<file path="src/rtl/deformat_pkg.sv">
package deformat_pkg;
    // Function
    // - chroma ancillary flag stays high across every whole chroma ancillary packet
    // - ancillary flag length follows the packet's data count word
    // - only an exact ancillary header match raises a presence flag
    // - four-bit format code, including unknown interlaced and unknown progressive codes
    // - chroma line CRC compared with embedded CRC; flag high on mismatch
    // - luma line CRC compared with embedded CRC; flag high on mismatch
    // - fifo load strobe normally high, low for one EAV or SAV word
    // - output buses driven while output enable low, floated while high
    // - chroma word on bus bits 9..0, bit 9 most significant
    // - luma word on bus bits 19..10, bit 19 most significant
    // - line fault on bad line number or flywheel line mismatch when enabled
    // - line numbers judged by sequence, so one bad number flags two lines
    // - luma ancillary flag stays high across every whole luma ancillary packet

    localparam int WORD_W = 10;
    localparam int PIPE_DEPTH = 6;
    localparam int CRC_W = 18;
    localparam int LINE_W = 11;
    localparam int COUNT_W = 12;
    localparam int CNT_W = 9;
    localparam int STATUS_W = 6;
    localparam int CTRL_W = 2;
    localparam int FMT_W = 4;

    localparam logic [WORD_W-1:0] TRS_ONES = 10'h3ff;
    localparam logic [WORD_W-1:0] TRS_ZERO = 10'h000;
    localparam logic [CNT_W-1:0] ANC_TAIL_WORDS = 9'h006;
    localparam int XYZ_H_BIT = 6;
    localparam int XYZ_F_BIT = 7;

    localparam logic [2:0] POS_IDLE = 3'h0;
    localparam logic [2:0] POS_LN0 = 3'h1;
    localparam logic [2:0] POS_LN1 = 3'h2;
    localparam logic [2:0] POS_CR0 = 3'h3;
    localparam logic [2:0] POS_CR1 = 3'h4;
    localparam logic [LINE_W-1:0] FIRST_LINE = 11'h001;

    localparam logic [4:0] REG_STATUS = 5'h00;
    localparam logic [4:0] REG_MASK = 5'h04;
    localparam logic [4:0] REG_CONTROL = 5'h08;
    localparam logic [4:0] REG_FORMAT = 5'h0c;
    localparam logic [4:0] REG_LINE = 5'h10;

    localparam int CTRL_FLY_BIT = 0;
    localparam int CTRL_SAV_BIT = 1;
    localparam logic [STATUS_W-1:0] MASK_RESET = 6'h00;
    localparam logic [CTRL_W-1:0] CONTROL_RESET = 2'h0;
    localparam logic [FMT_W-1:0] FMT_UNKNOWN_I = 4'he;
    localparam logic [FMT_W-1:0] FMT_UNKNOWN_P = 4'hf;

    localparam int NUM_FORMATS = 4;
    localparam logic [LINE_W-1:0] FMT_LINES [NUM_FORMATS] = '{11'h465, 11'h465, 11'h2ee, 11'h2ee};
    localparam logic [COUNT_W-1:0] FMT_WORDS [NUM_FORMATS] = '{12'h898, 12'ha50, 12'h672, 12'h7bc};
    localparam logic FMT_INTERLACED [NUM_FORMATS] = '{1'b1, 1'b1, 1'b0, 1'b0};
    localparam logic [FMT_W-1:0] FMT_CODES [NUM_FORMATS] = '{4'h0, 4'h1, 4'h2, 4'h3};

    typedef struct packed {
        logic [WORD_W-1:0] luma;
        logic [WORD_W-1:0] chroma;
    } video_word_t;

    typedef struct packed {
        logic luma_anc;
        logic chroma_anc;
        logic format_change;
        logic line_fault;
        logic luma_crc;
        logic chroma_crc;
    } status_t;
endpackage

</file>
<file path="src/rtl/video_deformat_output_status.sv">
`timescale 1ns/1ps
module video_deformat_output_status
    import deformat_pkg::*;
(
    input wire logic clock,
    input wire logic resetn,
    input wire logic clk_en,
    input wire video_word_t video_in,
    input wire logic output_enable_n,
    output video_word_t video_out,
    output logic video_out_oe_n,
    output logic chroma_anc_present,
    output logic luma_anc_present,
    output logic [FMT_W-1:0] detected_format_code,
    output logic chroma_crc_error,
    output logic luma_crc_error,
    output logic line_number_fault,
    output logic fifo_load_n,
    output logic irq,
    input wire logic [4:0] address,
    input wire logic read,
    input wire logic write,
    input wire logic [31:0] writedata,
    input wire logic [3:0] byteenable,
    output logic [31:0] readdata,
    output logic waitrequest
);

    function automatic logic parity_ok(input logic [WORD_W-1:0] w);
        return (w[8] == ^w[7:0]) && (w[9] == ~w[8]);
    endfunction

    function automatic logic [CRC_W-1:0] crc_step(input logic [CRC_W-1:0] c,
                                                  input logic [WORD_W-1:0] d);
        logic [CRC_W-1:0] r;
        logic fb;
        r = c;
        for (int i = 0; i < WORD_W; i++) begin
            fb = r[0] ^ d[i];
            r = {fb, r[17:14], r[13] ^ fb, r[12] ^ fb, r[11:1]};
        end
        return r;
    endfunction

    logic [WORD_W-1:0] ch_in [2];
    logic [WORD_W-1:0] ch_head [2];
    logic [WORD_W-1:0] ch_out [2];
    logic ch_xyz [2];
    logic ch_anc [2];
    logic ch_anc_hit [2];
    logic ch_crc_err [2];
    logic ch_crc_evt [2];

    logic [2:0] pos_q;
    logic [2:0] pos_d;
    logic [CTRL_W-1:0] control_q;
    logic [STATUS_W-1:0] mask_q;
    logic [STATUS_W-1:0] status_q;
    logic fifo_load_n_q;

    wire fly_en = control_q[CTRL_FLY_BIT];
    wire sav_sel = control_q[CTRL_SAV_BIT];
    wire luma_xyz = ch_xyz[1];
    wire luma_eav = ch_xyz[1] & ch_head[1][XYZ_H_BIT];
    wire luma_sav = ch_xyz[1] & ~ch_head[1][XYZ_H_BIT];

    assign ch_in[0] = video_in.chroma;
    assign ch_in[1] = video_in.luma;

    // post-EAV word position, shared by both channels
    assign pos_d = luma_eav ? POS_LN0 :
                   (pos_q == POS_IDLE || pos_q == POS_CR1) ? POS_IDLE : pos_q + 3'h1;

    always_ff @(posedge clock or negedge resetn) begin
        if (!resetn) begin
            pos_q <= POS_IDLE;
        end else if (clk_en) begin
            pos_q <= pos_d;
        end
    end

    for (genvar ch = 0; ch < 2; ch++) begin : g_chan
        logic [WORD_W-1:0] pipe_q [PIPE_DEPTH];
        logic [WORD_W-1:0] out_q;
        logic [WORD_W-1:0] h1_q;
        logic [WORD_W-1:0] h2_q;
        logic [CNT_W-1:0] anc_cnt_q;
        logic anc_q;
        logic [CRC_W-1:0] crc_q;
        logic in_crc_q;
        logic lo_bad_q;
        logic err_q;

        // header must already sit fully in the pipe so the flag can start on ADF
        wire anc_busy = anc_cnt_q != '0;
        wire hdr_hit = ~anc_busy
            && pipe_q[PIPE_DEPTH-1] == TRS_ZERO
            && pipe_q[PIPE_DEPTH-2] == TRS_ONES
            && pipe_q[PIPE_DEPTH-3] == TRS_ONES
            && parity_ok(pipe_q[2]) && parity_ok(pipe_q[1])
            && parity_ok(pipe_q[0]);
        wire [CNT_W-1:0] anc_len = {1'b0, pipe_q[0][7:0]} + ANC_TAIL_WORDS;
        wire [WORD_W-1:0] head = pipe_q[PIPE_DEPTH-1];
        wire xyz = h2_q == TRS_ONES && h1_q == TRS_ZERO && out_q == TRS_ZERO;
        wire hi_bad = head[8:0] != crc_q[17:9];

        assign ch_head[ch] = head;
        assign ch_xyz[ch] = xyz;
        assign ch_out[ch] = out_q;
        assign ch_anc[ch] = anc_q;
        assign ch_anc_hit[ch] = hdr_hit & clk_en;
        assign ch_crc_err[ch] = err_q;
        assign ch_crc_evt[ch] = clk_en && pos_q == POS_CR1 && (lo_bad_q | hi_bad);

        always_ff @(posedge clock or negedge resetn) begin
            if (!resetn) begin
                for (int i = 0; i < PIPE_DEPTH; i++) begin
                    pipe_q[i] <= TRS_ZERO;
                end
                out_q <= TRS_ZERO;
                h1_q <= TRS_ZERO;
                h2_q <= TRS_ZERO;
            end else if (clk_en) begin
                pipe_q[0] <= ch_in[ch];
                for (int i = 1; i < PIPE_DEPTH; i++) begin
                    pipe_q[i] <= pipe_q[i-1];
                end
                out_q <= head;
                h1_q <= out_q;
                h2_q <= h1_q;
            end
        end

        // flag covers ADF, DID, SDID, DC, data and checksum
        always_ff @(posedge clock or negedge resetn) begin
            if (!resetn) begin
                anc_cnt_q <= '0;
                anc_q <= 1'b0;
            end else if (clk_en) begin
                if (hdr_hit) begin
                    anc_cnt_q <= anc_len;
                end else if (anc_busy) begin
                    anc_cnt_q <= anc_cnt_q - 9'h001;
                end
                anc_q <= hdr_hit | anc_busy;
            end
        end

        // CRC spans first active word through LN1 of the following EAV
        always_ff @(posedge clock or negedge resetn) begin
            if (!resetn) begin
                crc_q <= '0;
                in_crc_q <= 1'b0;
                lo_bad_q <= 1'b0;
                err_q <= 1'b0;
            end else if (clk_en) begin
                if (luma_sav) begin
                    crc_q <= '0;
                    in_crc_q <= 1'b1;
                end else if (in_crc_q) begin
                    crc_q <= crc_step(crc_q, head);
                    if (pos_q == POS_LN1) begin
                        in_crc_q <= 1'b0;
                    end
                end
                if (pos_q == POS_CR0) begin
                    lo_bad_q <= head[8:0] != crc_q[8:0];
                end
                if (pos_q == POS_CR1) begin
                    err_q <= lo_bad_q | hi_bad;
                end
            end
        end
    end

    assign video_out.chroma = ch_out[0];
    assign video_out.luma = ch_out[1];
    assign video_out_oe_n = output_enable_n;
    assign chroma_anc_present = ch_anc[0];
    assign luma_anc_present = ch_anc[1];
    assign chroma_crc_error = ch_crc_err[0];
    assign luma_crc_error = ch_crc_err[1];
    assign fifo_load_n = fifo_load_n_q;

    always_ff @(posedge clock or negedge resetn) begin
        if (!resetn) begin
            fifo_load_n_q <= 1'b1;
        end else if (clk_en) begin
            fifo_load_n_q <= ~(luma_xyz & (ch_head[1][XYZ_H_BIT] != sav_sel));
        end
    end

    // line number check, taken from the luma channel
    logic [WORD_W-1:0] ln_lo_q;
    logic [LINE_W-1:0] prev_ln_q;
    logic prev_valid_q;
    logic [LINE_W-1:0] fly_ln_q;
    logic fault_q;

    wire [LINE_W-1:0] ln_now = {ch_head[1][5:2], ln_lo_q[8:2]};
    wire ln_word_ok = ln_lo_q[9] == ~ln_lo_q[8] && ch_head[1][9] == ~ch_head[1][8];
    wire ln_wrap = ln_now == FIRST_LINE;
    wire seq_bad = prev_valid_q && !ln_wrap && ln_now != prev_ln_q + 11'h001;
    wire fly_bad = fly_en && prev_valid_q && ln_now != fly_ln_q;
    wire ln_take = clk_en && pos_q == POS_LN1;
    wire ln_bad = ~ln_word_ok | seq_bad | fly_bad;

    assign line_number_fault = fault_q;

    always_ff @(posedge clock or negedge resetn) begin
        if (!resetn) begin
            ln_lo_q <= TRS_ZERO;
            prev_ln_q <= '0;
            prev_valid_q <= 1'b0;
            fly_ln_q <= FIRST_LINE;
            fault_q <= 1'b0;
        end else if (clk_en) begin
            if (pos_q == POS_LN0) begin
                ln_lo_q <= ch_head[1];
            end
            if (pos_q == POS_LN1) begin
                fault_q <= ln_bad;
                prev_ln_q <= ln_now;
                prev_valid_q <= 1'b1;
                fly_ln_q <= (fly_en && !ln_wrap) ? fly_ln_q + 11'h001 : ln_now + 11'h001;
            end
        end
    end

    // format measurement: words per line, lines per frame, interlace
    logic [COUNT_W-1:0] word_cnt_q;
    logic [COUNT_W-1:0] words_q;
    logic f_seen_q;
    logic [FMT_W-1:0] fmt_q;
    logic [NUM_FORMATS-1:0] fmt_match;
    logic [FMT_W-1:0] fmt_d;

    wire frame_end = ln_take && ln_wrap && prev_valid_q;
    wire fmt_evt = frame_end && fmt_d != fmt_q;

    for (genvar f = 0; f < NUM_FORMATS; f++) begin : g_fmt
        assign fmt_match[f] = prev_ln_q == FMT_LINES[f] && words_q == FMT_WORDS[f]
                              && f_seen_q == FMT_INTERLACED[f];
    end

    always_comb begin
        fmt_d = f_seen_q ? FMT_UNKNOWN_I : FMT_UNKNOWN_P;
        for (int f = NUM_FORMATS - 1; f >= 0; f--) begin
            if (fmt_match[f]) begin
                fmt_d = FMT_CODES[f];
            end
        end
    end

    assign detected_format_code = fmt_q;

    always_ff @(posedge clock or negedge resetn) begin
        if (!resetn) begin
            word_cnt_q <= '0;
            words_q <= '0;
            f_seen_q <= 1'b0;
            fmt_q <= FMT_UNKNOWN_P;
        end else if (clk_en) begin
            if (luma_eav) begin
                words_q <= word_cnt_q;
                word_cnt_q <= 12'h001;
            end else if (word_cnt_q != '1) begin
                word_cnt_q <= word_cnt_q + 12'h001;
            end
            if (frame_end) begin
                fmt_q <= fmt_d;
                f_seen_q <= 1'b0;
            end else if (luma_xyz && ch_head[1][XYZ_F_BIT]) begin
                f_seen_q <= 1'b1;
            end
        end
    end

    // register slave; reads take one wait cycle so read data comes from a flop
    logic rd_done_q;
    logic [31:0] rd_data_q;
    status_t events;
    logic [31:0] rd_mux;

    wire rd_accept = read & rd_done_q & clk_en;
    wire wr_accept = write & clk_en;
    wire sel_status = address == REG_STATUS;
    wire sel_mask = address == REG_MASK;
    wire sel_control = address == REG_CONTROL;
    wire sel_format = address == REG_FORMAT;
    wire sel_line = address == REG_LINE;
    wire [STATUS_W-1:0] status_clr = (rd_accept && sel_status) ? rd_data_q[STATUS_W-1:0] : '0;

    assign events.chroma_crc = ch_crc_evt[0];
    assign events.luma_crc = ch_crc_evt[1];
    assign events.line_fault = ln_take & ln_bad;
    assign events.format_change = fmt_evt;
    assign events.chroma_anc = ch_anc_hit[0];
    assign events.luma_anc = ch_anc_hit[1];

    assign rd_mux = sel_status ? {26'h0, status_q} :
                    sel_mask ? {26'h0, mask_q} :
                    sel_control ? {30'h0, control_q} :
                    sel_format ? {28'h0, fmt_q} :
                    sel_line ? {21'h0, prev_ln_q} : 32'h0;

    assign waitrequest = (read & ~(rd_done_q & clk_en)) | (write & ~clk_en);
    assign readdata = rd_data_q;
    assign irq = |(status_q & mask_q);

    always_ff @(posedge clock or negedge resetn) begin
        if (!resetn) begin
            rd_done_q <= 1'b0;
            rd_data_q <= 32'h0;
        end else if (clk_en) begin
            rd_done_q <= read & ~rd_done_q;
            if (read & ~rd_done_q) begin
                rd_data_q <= rd_mux;
            end
        end
    end

    // a new event wins over the clear of an already reported bit
    always_ff @(posedge clock or negedge resetn) begin
        if (!resetn) begin
            status_q <= '0;
            mask_q <= MASK_RESET;
            control_q <= CONTROL_RESET;
        end else if (clk_en) begin
            status_q <= (status_q & ~status_clr) | events;
            if (wr_accept && byteenable[0] && sel_mask) begin
                mask_q <= writedata[STATUS_W-1:0];
            end
            if (wr_accept && byteenable[0] && sel_control) begin
                control_q <= writedata[CTRL_W-1:0];
            end
        end
    end

endmodule // video_deformat_output_status

</file>
<file path="config.mk">
export PLATFORM = sky130hd
export DESIGN_NAME = video_deformat_output_status
export DESIGN_NICKNAME = d
export VERILOG_FILES = /design/src/rtl/deformat_pkg.sv /design/src/rtl/video_deformat_output_status.sv
export SDC_FILE = /design/constraint.sdc
export NUM_CORES = 1
export LEC_CHECK = 0
export BUFFER_PORTS_ARGS = -buffer_cell sky130_fd_sc_hd__buf_2
export CORE_UTILIZATION = 59
export CTS_CLUSTER_DIAMETER = 100
export DETAILED_ROUTE_END_ITERATION = 7
export GPL_ROUTABILITY_DRIVEN = 0
export PLACE_DENSITY = 0.89
export SLEW_MARGIN = 10
export SYNTH_ARGS = -nofsm -noshare
export SYNTH_HDL_FRONTEND = slang
export SYNTH_SLANG_ARGS = --single-unit
</file>
<file path="constraint.sdc">
create_clock -name clock -period 3.95 [get_ports clock]
set_input_delay 0.1975 -clock clock [delete_from_list [all_inputs] [get_ports clock]]
set_output_delay 0.1975 -clock clock [all_outputs]
set_load 0.05 [all_outputs]
</file>
==> results of run 1 <==
==> cell usage in the layout (no fill, tap or decap), types with 10 or more instances in the layout <==
| master | synthesis | routed |
|---|---|---|
| nor3_1 | 18 | 18 |
| inv_1 | 36 | 36 |
| conb_1 | 1 | 21 |
| a21oi_1 | 44 | 44 |
| dfrtp_1 | 307 | 307 |
| nand2b_1 | 11 | 11 |
| nor2_1 | 40 | 40 |
| mux2_2 | 183 | 183 |
| nor4_1 | 21 | 21 |
| nand3_1 | 33 | 33 |
| buf_2 | 6 | 77 |
| dlygate4sd3_1 | 0 | 27 |
| or3_1 | 13 | 13 |
| xor2_1 | 58 | 58 |
| nand4_1 | 30 | 30 |
| a31oi_1 | 11 | 11 |
| buf_4 | 24 | 14 |
| and4_1 | 10 | 10 |
| nand2_1 | 134 | 134 |
| o21ai_0 | 70 | 70 |
| ha_1 | 27 | 27 |
| clkbuf_16 | 0 | 31 |
| a22o_1 | 20 | 20 |
| mux2i_1 | 17 | 17 |
| xnor2_1 | 104 | 104 |
==> area by class of cell <==
| cell class | count | area, µm² |
|---|---|---|
| clock buffer | 46 | 922 |
| clock inverter | 8 | 52.6 |
| fill | 1735 | 8510 |
| inverter | 36 | 135 |
| multi-input combinational | 987 | 7380 |
| sequential | 312 | 7810 |
| tap | 335 | 419 |
| timing repair buffer | 122 | 827 |
==> critical path, delay by kind of cell (launching register included) <==
| kind | cells | cell delay [ns] |
|---|---|---|
| muxes | 1 | 0.32 |
| adders and majority gates | 1 | 0.27 |
| DFF | 1 | 0.53 |
| AOI/OAI and AO/OA | 2 | 0.35 |
| and+or+nand+nor | 6 | 1.46 |
==> routing by layer <==
metal  GRT usage  part of all wire  vias up
li1            -                 -     5109
met1       0.343              0.40     5679
met2       0.480              0.51      380
met3      0.0362             0.045      103
met4       0.119             0.040        0
met5           0                 0        -
==> state kept, by name, summed over array words and instances, names as in the netlist, 6 cells and up <==
name	cells
g_chan.crc_q	36
g_chan.pipe_q	100
g_chan.out_q	20
word_cnt_q	12
words_q	12
fly_ln_q	11
g_chan.head	20
mask_q	6
prev_ln_q	11
status_q	6
g_chan.h2_q	10
g_chan.anc_cnt_q	18
readdata	11
g_chan.h1_q	10
ln_lo_q	8
==> path summary, 6_finish.rpt <==
kind | to | slack, ns | cells past startpoint
setup reg to reg | fly_ln_q[10] | 0.93 | 10
setup / recovery | fly_ln_q[10] | 0.93 | 10
hold reg to reg | line_number_fault | 0.47 | 2
min in group asynchronous | readdata[3] | 0.32 | 2
max in group asynchronous | g_chan[0].pipe_q[18] | 2.54 | 3
hold / removal | readdata[4] | 0.07 | 3
==> cell families (layout without fill, tap and decap cells) <==
family / count (synthesis) / count (layout)
xor+xnor: 164 / 164
simple gates: 362 / 362
flops: 312 / 312
mux: 201 / 201
buf+inv: 129 / 212
fa+ha+maj: 27 / 27
other cells: 1 / 21
compound gates: 212 / 212
==> cell usage after synthesis, drive strengths merged, types with 3 or more instances <==
cell / count / area [µm²]
o22ai: 6 / 37.5
nor3: 19 / 106
nor2b: 9 / 56.3
buf: 35 / 244
dfrtp: 307 / 7680
nand3b: 3 / 22.5
and2: 6 / 37.5
o31ai: 6 / 63.8
a21oi: 44 / 220
o21ai: 72 / 360
nand2b: 11 / 68.8
nand4: 31 / 209
inv: 36 / 135
a211oi: 5 / 37.5
or4: 5 / 41.3
a31oi: 11 / 68.8
dfstp: 5 / 131
o21a: 5 / 37.5
nand2: 134 / 503
o22a: 4 / 35.0
nor3b: 3 / 22.5
ha: 27 / 338
mux2: 184 / 2070
clkbuf: 58 / 219
a22oi: 8 / 60.1
o32ai: 3 / 26.3
nor4: 21 / 131
and4: 10 / 87.6
xnor2: 104 / 911
a21o: 7 / 52.6
or3: 13 / 81.3
nand3: 34 / 175
xor2: 58 / 508
mux2i: 17 / 170
and3: 9 / 56.3
or3b: 3 / 26.3
a22o: 20 / 175
nand4b: 3 / 26.3
nor2: 41 / 161
==> what timing repair did <==
action,CTS,global route
hold buffers,27,0
endpoints found under the hold margin,134,0
resized for setup,0,0
==> power groups by stage <==
stage	Clock [mW]	Sequential, mW	Combinational (mW)
after floorplan	0	5.10	3.18
after global placement	0	5.18	3.89
after detailed placement	0	5.26	4.07
after CTS	2.86	5.23	4.18
after global routing	2.97	5.39	4.56
final	2.82	5.27	4.19
==> summary.md, run 1 <==
| Metric | Value |
|---|---|
| RSZ-0062 raised after global routing | `false` |
| Sw power | `4.66 mW` |
| FF-to-FF Start | `ln_lo_q[8]` |
| Crit path DAT | `3.51 ns` |
| Antenna-violating nets left | `0` |
| Fin area | `17500 µm²` |
| Crit path max fanout | `10` |
| CTS clk-pin slew, worst paths | `0.06 ns` |
| Compound-Gate Fraction of Synth Area | `0.0872` |
| Power per standard cell area | `700 nW/µm²` |
| Die H | `165 µm` |
| Gate power share | `0.341` |
| Min-delay worst type | `input pin to register` |
| Post-Synth XOR/XNOR Area | `0.0932` |
| Vias in the first global route | `11.6k` |
| Max cap viols | `0` |
| CP max stage delay | `0.63 ns` |
| Initial antenna violation count | `0` |
| Register area share after synthesis | `0.497` |
| Largest net degree at the start of global routing | `119` |
| Initial core utilization | `0.603` |
| Sw Share | `0.379` |
| DPL Wire Length | `between 20000 and 25000 µm` |
| Crit-path cells | `or4b_4 -> nor3_1 -> nor2_1 -> nand2_1 -> nand2_1 -> ha_1 -> a21boi_2 -> nand2_1 -> mux2_1 -> a31oi_1` |
| Syn Inst Count | `between 1k and 1.5k` |
| Nets@finish | `1584` |
| Post-Place Setup Slack | `0.948 ns` |
| Cell mode on critical path | `nand2_1` |
| Pre-antenna DRT Iters | `5` |
| Part of the power in registers | `0.429` |
| Syn_area_per_cell | `11.2 µm²` |
| Crit. Startpoint | `ln_lo_q[8]` |
| Worst Path Required | `4.44 ns` |
| Min Hold Slack | `0.0661 ns` |
| Die width | `165 µm` |
| Clock latency at the later pin of the worst-skew pair | `0.57 ns` |
| Die ar. | `approximately 27000 µm²` |
| Least-Margin Pin Slew | `around 1.1 ns` |
| Pleak | `7.73 nW` |
| Fin. max-slew vios | `0` |
| Tcrit/Tclk final | `0.765` |
| Setup ws final | `roughly 0.93 ns` |
| Setup violators final | `0` |
| WL final | `around 36000 µm` |
| Final min period | `slightly above 3 ns` |
| Rel. slew slack | `0.266` |
| Simple-gate portion of the synthesized area | `0.120` |
| Via density | `6.11` |
| Port bufs | `79` |
| Sum Neg Setup Slack | `0 ns` |
| Placed cell count | `1765` |
| Routed vias | `11.3k` |
| Pint | `7.63 mW` |
| Share of flip-flops with an asynchronous set or reset | `1.00` |
| H-tree Lvls | `1` |
| Tot Pwr | `12.3 mW` |
| Maximum vdd drop | `497 µV` |
| FP Rows | `59` |
| Ys Warns | `0` |
| ANT cells | `0` |
| Ports | `132` |
| Iter 0 DRT Violations | `684` |
| Yosys reg bits | `312` |
| Layout Cells excl Fill | `1846` |
| Clock Root Buffer | `clkbuf_16` |
| Clock Power Share | `0.230` |
| Post CTS Setup Buffer Count | `0` |
| Hold_sp | `address[3]` |
| Drt wl/cell | `19.8 µm` |
| GRT overflow | `0` |
| Synth Flop Type | `dfrtp_1` |
| CTS sink cnt | `312` |
| Core area | `26100 µm²` |
| Highest Clock Rate | `~0.33 GHz` |
| Longest Clk Path Bufs | `3` |
| Slowest stage cell, crit path | `or4b_4` |
| CTS buffer count | `31` |
| Largest family of logic cells by synthesized area | `multiplexers` |
| DRC Markers | `0` |
| Critical Path Start Type | `register` |
| Status | `complete, no violations` |
| Proportion of layout cells with a drive suffix above 1 | `0.230` |
| WS Path Type | `register to register` |
| Adder and majority gate portion of the synthesized area | `0.0215` |
| CTS tree | `built` |
| Post-synth EDFFs | `0` |
| GRT Overall Usage | `0.275` |
| Cell Area, Placed | `around 16000 µm²` |
| Area Growth Syn to Fin | `11.7%` |
| Worst setup EP type | `register` |
| First-pass GRT wire length | `59500 µm` |
| Mux cell area share after synthesis | `0.143` |
| Synthesized area | `roughly 16000 µm²` |
| Fin util | `0.673` |
| Setup Skew | `0.0150 ns` |
| Synth unique cells | `76` |
| Fin. Hold Viols | `0` |
No activity file was read; power rests on OpenSTA's default activity.
==> run 2, diff against run 1 <==
clock period = 2.9 ns   (was 3.95 ns; I/O delays follow)
==> run 2 against run 1 <==
Effect of this change: first-iteration DRC count grew 38%; combinational power is 44% higher; cell count up 1.4%; total power increased by 43%; sequential share of layout area is 0.86 points lower; global-route usage is 1.1 points higher; largest cell class unchanged; highest routed layer unchanged.
==> summary.md, run 2 (synthesized netlist as in run 1, its figures left out) <==
| Metric | Value |
|---|---|
| FP Rows | `59 (unchanged)` |
| CTS sink cnt | `312 (unchanged)` |
| CTS buffer count | `34 (+9.7%)` |
| Commonest non-fill, non-tap cells in the layout | `dfrtp_1, mux2_2, nand2_1, xnor2_1, buf_2` |
| Longest Clk Path Bufs | `3 (unchanged)` |
| H-tree Lvls | `2 (+1)` |
| Vias in the first global route | `11.9k (+2.7%)` |
| CTS clk-pin slew, worst paths | `0.06 ns (about the same)` |
| GRT overflow | `0 (unchanged)` |
| Max reg flops | `100 (unchanged)` |
| DRC Markers | `0 (unchanged)` |
| Top flop regs | `g_chan.pipe_q: 100 flops, g_chan.crc_q: 36 flops` |
| GRT Overall Usage | `0.286 (+0.0110)` |
| Maximum vdd drop | `621 µV (+25%)` |
| Min-delay worst type | `input pin to register` |
| Fin. max-slew vios | `0 (unchanged)` |
| Highest Clock Rate | `0.373 GHz (+13%)` |
| Setup violators final | `0 (unchanged)` |
| Tcrit/Tclk final | `0.924 (+0.160)` |
| Final min period | `2.68 ns (-0.340 ns)` |
| Nets@finish | `1605 (+1.3%)` |
| Port bufs | `79 (unchanged)` |
| Status | `complete, no violations` |
| Worst setup EP type | `register` |
| Clock Root Buffer | `clkbuf_16` |
| Proportion of layout cells with a drive suffix above 1 | `0.240 (+0.0106)` |
| Cell Area, Placed | `16400 µm² (+0.91%)` |
| DRT met1 WL | `14700 µm (-0.48%)` |
| Largest net degree at the start of global routing | `101 (-15%)` |
| Pleak | `7.92 nW (+2.3%)` |
| Die ar. | `27300 µm² (unchanged)` |
| Crit path max fanout | `12 (+2)` |
| Initial antenna violation count | `0 (unchanged)` |
| Least-Margin Pin Slew | `0.958 ns (-0.133 ns)` |
| Max cap viols | `0 (unchanged)` |
| CTS tree | `built` |
| Clock latency at the later pin of the worst-skew pair | `0.53 ns (-0.04 ns)` |
| Die H | `165 µm (unchanged)` |
| Core area | `26100 µm² (unchanged)` |
| Ports | `132 (unchanged)` |
| Routed vias | `11.4k (+1.4%)` |
| Crit path DAT | `3.04 ns (-0.47 ns)` |
| Critical Path Start Type | `register` |
| Pre-antenna DRT Iters | `5 (unchanged)` |
| DR WL met2 | `19300 µm (+3.2%)` |
| WL final | `37200 µm (+2.0%)` |
| Die width | `165 µm (unchanged)` |
| Uppermost layer routed | `met4` |
| Setup Skew | `0.0308 ns (+0.0159 ns)` |
| Iter 0 DRT Violations | `947 (+38%)` |
| Post CTS Setup Buffer Count | `0 (unchanged)` |
| ANT cells | `0 (unchanged)` |
| Drt wl/cell | `19.9 µm (+0.62%)` |
| Worst Path Required | `3.26 ns (-1.18 ns)` |
| Routed length on met3 | `2020 µm (+23%)` |
| Antenna-violating nets left | `0 (unchanged)` |
| Via density | `6.11 (about the same)` |
| RSZ-0062 raised after global routing | `false` |
| DPL Wire Length | `23900 µm (+1.0%)` |
| Fin. Hold Viols | `0 (unchanged)` |
| Most common cell after layout, fill and taps aside | `dfrtp_1` |
| Initial core utilization | `0.603 (unchanged)` |
| Reg with most FFs | `g_chan.pipe_q` |
| Fin area | `17900 µm² (+2.0%)` |
| Power per standard cell area | `978 nW/µm² (+40%)` |
| Fin util | `0.687 (+0.0132)` |
| Rel. slew slack | `0.361 (+0.0953)` |
| Sum Neg Setup Slack | `0 ns (unchanged)` |
| Area Growth Syn to Fin | `13.9%` |
| Min Hold Slack | `0.0565 ns (-0.00965 ns)` |
| First-pass GRT wire length | `61600 µm (+3.5%)` |
| WS Path Type | `register to register` |
## run 2: layer usage
metal / up-vias / GRT usage
li1: 5152 / -
met1: 5760 / 0.354
met2: 408 / 0.503
met3: 104 / 0.0425
met4: 0 / 0.115
met5: - / 0
## run 2: worst paths after layout
| path | start | slack, ns | endpoint | cells past startpoint |
|---|---|---|---|---|
| min in group asynchronous | resetn | 0.13 | g_chan[1].head[4] | 2 |
| worst min register to register | luma_anc_present | 0.48 | luma_anc_present | 1 |
| worst min-delay path | address[3] | 0.06 | readdata[4] | 3 |
| worst max register to register | g_chan[1].h1_q[4] | 0.22 | g_chan[1].crc_q[5] | 7 |
| worst max-delay path | g_chan[1].h1_q[4] | 0.22 | g_chan[1].crc_q[5] | 7 |
| max in group asynchronous | resetn | 1.94 | g_chan[0].anc_cnt_q[1] | 3 |
## run 2: critical path, cell delays in order (launching register included)
cell,delay [ns]
dfrtp_1,0.40
nor4b_1,0.36
nand4_1,0.20
or4_1,0.69
nor2_1,0.23
nor2_1,0.11
nand2_1,0.36
o21ai_0,0.19
## run 2: what timing repair did
item	CTS	global route
gates resized for setup	0	1
hold buffers	29	0
setup endpoints to repair	0	1
endpoints found under the hold margin	123	0
## run 2: power breakdown
part           total, mW  switching (mW)  leakage (nW)  internal [mW]
registers           7.05            1.46          3.81           5.59
logic               6.02            3.32          3.54           2.70
clock network       4.44            1.78         0.563           2.66
## run 2: per-stage QoR
step | setup WS (ns) | total power [mW] | cells
final | 0.219 | 17.5 | 1871
after global routing | 0.0658 | 18.4 | 1871
after CTS | 0.205 | 17.5 | 1871
after detailed placement | 0.237 | 12.8 | 1781
after global placement | 0.282 | 12.5 | 1781
after floorplan | 0.0146 | 11.3 | 1428
## run 2: area by class of cell
cell class	instances	area, µm²
Sequential cell	312	7810
Multi-Input combinational cell	987	7390
Timing Repair Buffer	140	980
Fill cell	1718	8170
Tap cell	335	419
Inverter	36	135
Clock buffer	48	985
Clock inverter	13	168
==> run 3, diff against run 2 <==
ABC_AREA = 1   (was default)
==> run 3 against run 2 <==
Effect of this change: register-to-register slack gained 0.02 ns; worst hold slack lost 0.026 ns; area after synthesis grew 9.0%; non-clock buffer count shrank 12; sequential power shrank 18%; final area grew 7.5%; global-route usage grew 1.4 points; flip-flop and latch count is the same; largest power group unchanged; die area grew 8.9%; largest cell class is now multi-input combinational cells; critical path depth grew 7; synthesized cell count grew 57%.
==> summary.md, run 3 <==
| Metric | Value |
|---|---|
| Top flop regs | `g_chan.pipe_q: 100 flops, g_chan.crc_q: 36 flops` |
| First-pass GRT wire length | `71400 µm (+16%)` |
| Reg with most FFs | `g_chan.pipe_q` |
| Pre-antenna DRT Iters | `7 (+2)` |
| Yosys reg bits | `312 (unchanged)` |
| RSZ-0062 raised after global routing | `false` |
| GRT Overall Usage | `0.301 (+0.0145)` |
| Top cell type's share of synthesized area | `0.449 (-0.0403)` |
| WL final | `43600 µm (+17%)` |
| Largest net degree at the start of global routing | `101 (unchanged)` |
| Clock latency at the later pin of the worst-skew pair | `0.52 ns (about the same)` |
| Critical Path Start Type | `register` |
| Iter 0 DRT Violations | `1507 (+59%)` |
| Tcrit/Tclk final | `0.917 (-0.00764)` |
| Share of flip-flops with an asynchronous set or reset | `1.00 (unchanged)` |
| Gr busiest metal | `met2` |
| Crit path DAT | `3.11 ns (+0.07 ns)` |
| Worst Path Required | `3.36 ns (+0.10 ns)` |
| ANT cells | `0 (unchanged)` |
| DRC Markers | `0 (unchanged)` |
| Least-Margin Pin Slew | `0.830 ns (-0.129 ns)` |
| Final min period | `2.66 ns (-0.0221 ns)` |
| Ports | `132 (unchanged)` |
| R2R depth | `14 (+7)` |
| Die H | `172 µm (+4.3%)` |
| Initial antenna violation count | `0 (unchanged)` |
| Crit-path cells | `inv_1 -> ha_1 -> inv_1 -> nor2_1 -> nand2_1 -> nor2_1 -> nand3_1 -> nor2_1 -> nand2_1 -> nor2_4 -> nand4_2 -> nand2_2 -> nand3_1 -> nand2_1` |
| Fill cells | `2094 (+22%)` |
| Port bufs | `79 (unchanged)` |
| Min-delay worst type | `input pin to register` |
| Core area | `28200 µm² (+8.1%)` |
| Synthesized area | `17100 µm² (+9.0%)` |
| CTS sink cnt | `312 (unchanged)` |
| Rel. slew slack | `0.447 (+0.0858)` |
| Drt wl/cell | `16.1 µm (-19%)` |
| Min Hold Slack | `0.0303 ns (-0.0261 ns)` |
| Synth unique cells | `55 (-28%)` |
| Post-synth EDFFs | `0 (unchanged)` |
| WS Path Type | `register to register` |
| Die ar. | `29700 µm² (+8.9%)` |
| Area leader, netlist | `dfrtp_1` |
| Initial core utilization | `0.608 (+0.00502)` |
| RR Endpoint | `g_chan[1].anc_cnt_q[7]` |
| Antenna-violating nets left | `0 (unchanged)` |
| Fin. Hold Viols | `0 (unchanged)` |
| Synth area leaders | `dfrtp_1, nand2_1, o21ai_0` |
| Met1 Use GR | `0.362 (+0.00787)` |
| Fin. max-slew vios | `0 (unchanged)` |
| R2r setup slk | `0.24 ns (+0.02 ns)` |
| FP Rows | `61 (+3.4%)` |
| Power per standard cell area | `722 nW/µm² (-26%)` |
| Syn Inst Count | `2213 (+57%)` |
| Most common cell after layout, fill and taps aside | `nand2_1` |
| Synth Flop Type | `dfrtp_1` |
| Pleak | `9.73 nW (+23%)` |
| Proportion of layout cells with a drive suffix above 1 | `0.0907 (-0.150)` |
| Clock Root Buffer | `clkbuf_16` |
| CTS clk-pin slew, worst paths | `0.06 ns (about the same)` |
| Post-cts gate resize count | `0 (unchanged)` |
| GRT overflow | `0 (unchanged)` |
| FF-to-FF Start | `g_chan[1].anc_cnt_q[0]` |
| Max cap viols | `0 (unchanged)` |
| Nets@finish | `2394 (+49%)` |
| Vias in the first global route | `15.1k (+27%)` |
| Sum Neg Setup Slack | `0 ns (unchanged)` |
| Synth cell count leaders | `nand2_1, dfrtp_1, inv_1` |
| Setup Skew | `0.0217 ns (-0.00915 ns)` |
| DPL Wire Length | `29900 µm (+25%)` |
| CP max stage delay | `0.38 ns (-0.31 ns)` |
| Area Growth Syn to Fin | `12.4%` |
| H-tree Lvls | `2 (unchanged)` |
| GR Util met2 | `0.519 (+0.0159)` |
| Crit path max fanout | `12 (unchanged)` |
| Post CTS Setup Buffer Count | `0 (unchanged)` |
| Syn_area_per_cell | `7.74 µm² (-31%)` |
| Setup violators final | `0 (unchanged)` |
| Status | `complete, no violations` |
| Slowest stage cell, crit path | `dfrtp_1` |
| CP delay by family, top | `simple AND/OR/NAND/NOR gates` |
| Cell depth of the worst hold path | `3 (unchanged)` |
| Max reg flops | `100 (unchanged)` |
| Maximum vdd drop | `597 µV (-3.9%)` |
| Count leader, synth | `nand2_1` |
| Worst setup EP type | `register` |
| Register area share after synthesis | `0.456 (-0.0410)` |
| Hold EP | `readdata[4]` |
| Hold_sp | `address[4]` |
| Longest Clk Path Bufs | `3 (unchanged)` |
| Ys Warns | `0 (unchanged)` |
| GRT met3 Usage | `0.0526 (+0.0102)` |
| Cts hold-fix bufs | `27 (-6.9%)` |
| Highest Clock Rate | `0.376 GHz (+0.83%)` |
| CTS buffer count | `35 (+2.9%)` |
| CTS tree | `built` |
| Via density | `5.69 (-6.7%)` |
| Routed vias | `15.4k (+35%)` |
| CP bufs+invs | `2 (+2)` |
| Commonest non-fill, non-tap cells in the layout | `nand2_1, dfrtp_1, inv_1, o21ai_0, nand3_1` |
| Die width | `172 µm (+4.3%)` |
==> run 3: changes by cell type after synthesis, moves of 15 or more <==
| cell | delta |
|---|---|
| a21oi_1 | -25 |
| a22o_1 | -19 |
| inv_1 | +190 |
| mux2_2 | -182 |
| mux2i_1 | -16 |
| nand2_1 | +566 |
| nand3_1 | +175 |
| nand3b_1 | +16 |
| nor2_1 | +63 |
| nor4_1 | -15 |
| o21ai_0 | +146 |
| xnor2_1 | -53 |
| xor2_1 | +17 |
==> run 3: worst max path at each step <==
stage	cells past startpoint	to	slack, ns	start
CTS	14	g_chan[1].anc_cnt_q[7]	0.35	g_chan[1].anc_cnt_q[0]
detailed placement	14	g_chan[1].anc_cnt_q[7]	0.36	g_chan[1].anc_cnt_q[0]
global placement	14	g_chan[0].anc_cnt_q[7]	0.48	g_chan[0].anc_cnt_q[0]
floorplan	4	waitrequest	0.94	clk_en
finish	14	g_chan[1].anc_cnt_q[7]	0.24	g_chan[1].anc_cnt_q[0]
global route	14	g_chan[0].anc_cnt_q[2]	0.10	g_chan[0].anc_cnt_q[0]
==> run 3: final cells by class <==
type / instances / area, µm² / share of cell area
flip-flops and latches: 312 / 7810 / 0.406
repair buffers: 128 / 885 / 0.0460
clock buffers: 46 / 988 / 0.0514
well taps: 378 / 473 / 0.0246
clock inverters: 17 / 218 / 0.0113
multi-input cells: 1587 / 7970 / 0.414
inverters: 236 / 888 / 0.0462
==> run 3: power by group <==
group | internal (mW) | total [mW] | switching (mW)
clock | 2.78 | 4.60 | 1.82
combinational | 1.15 | 3.54 | 2.39
sequential | 5.00 | 5.75 | 0.750
total | 8.93 | 13.9 | 4.95
==> run 3: cell families (layout without fill, tap and decap cells) <==
logic type               Yosys count  in the layout  share of synthesized area
AO/OA/AOI/OAI                    271            271                     0.0838
XOR/XNOR                         127            127                     0.0654
adder cells (fa/ha/maj)           27             27                     0.0197
buffers and inverters            334            427                     0.0825
flip-flops                       312            312                      0.456
multiplexers                       2              2                    0.00124
other                              1             21                   0.000219
AND/OR/NAND/NOR                 1139           1139                      0.291
==> run 3: per-stage QoR <==
step	cell area [µm²]	setup slack (ns)	util	cells	power [mW]
6_report	19200	0.241	0.683	2704	13.9
5_1_grt	19200	0.104	0.683	2704	14.6
4_1_cts	19200	0.349	0.683	2704	13.9
3_5_place_dp	17800	0.361	0.631	2614	9.17
3_3_place_gp	17800	0.476	0.631	2614	8.97
2_1_floorplan	17200	0.942	-	2233	8.22
==> run 3: routing by layer <==
layer	part of all wire	wire length, µm
met4	0.046	2020
met1	0.40	17300
met2	0.49	21300
met5	0	0
met3	0.068	2950
==> run 3: worst register-to-register path: stages, from the launching register on <==
cell     delay (ns)
dfrtp_1        0.38
inv_1          0.14
ha_1           0.18
inv_1          0.04
nor2_1         0.13
nand2_1        0.07
nor2_1         0.20
nand3_1        0.12
nor2_1         0.18
nand2_1        0.12
nor2_4         0.14
nand4_2        0.36
nand2_2        0.34
nand3_1        0.11
nand2_1        0.08
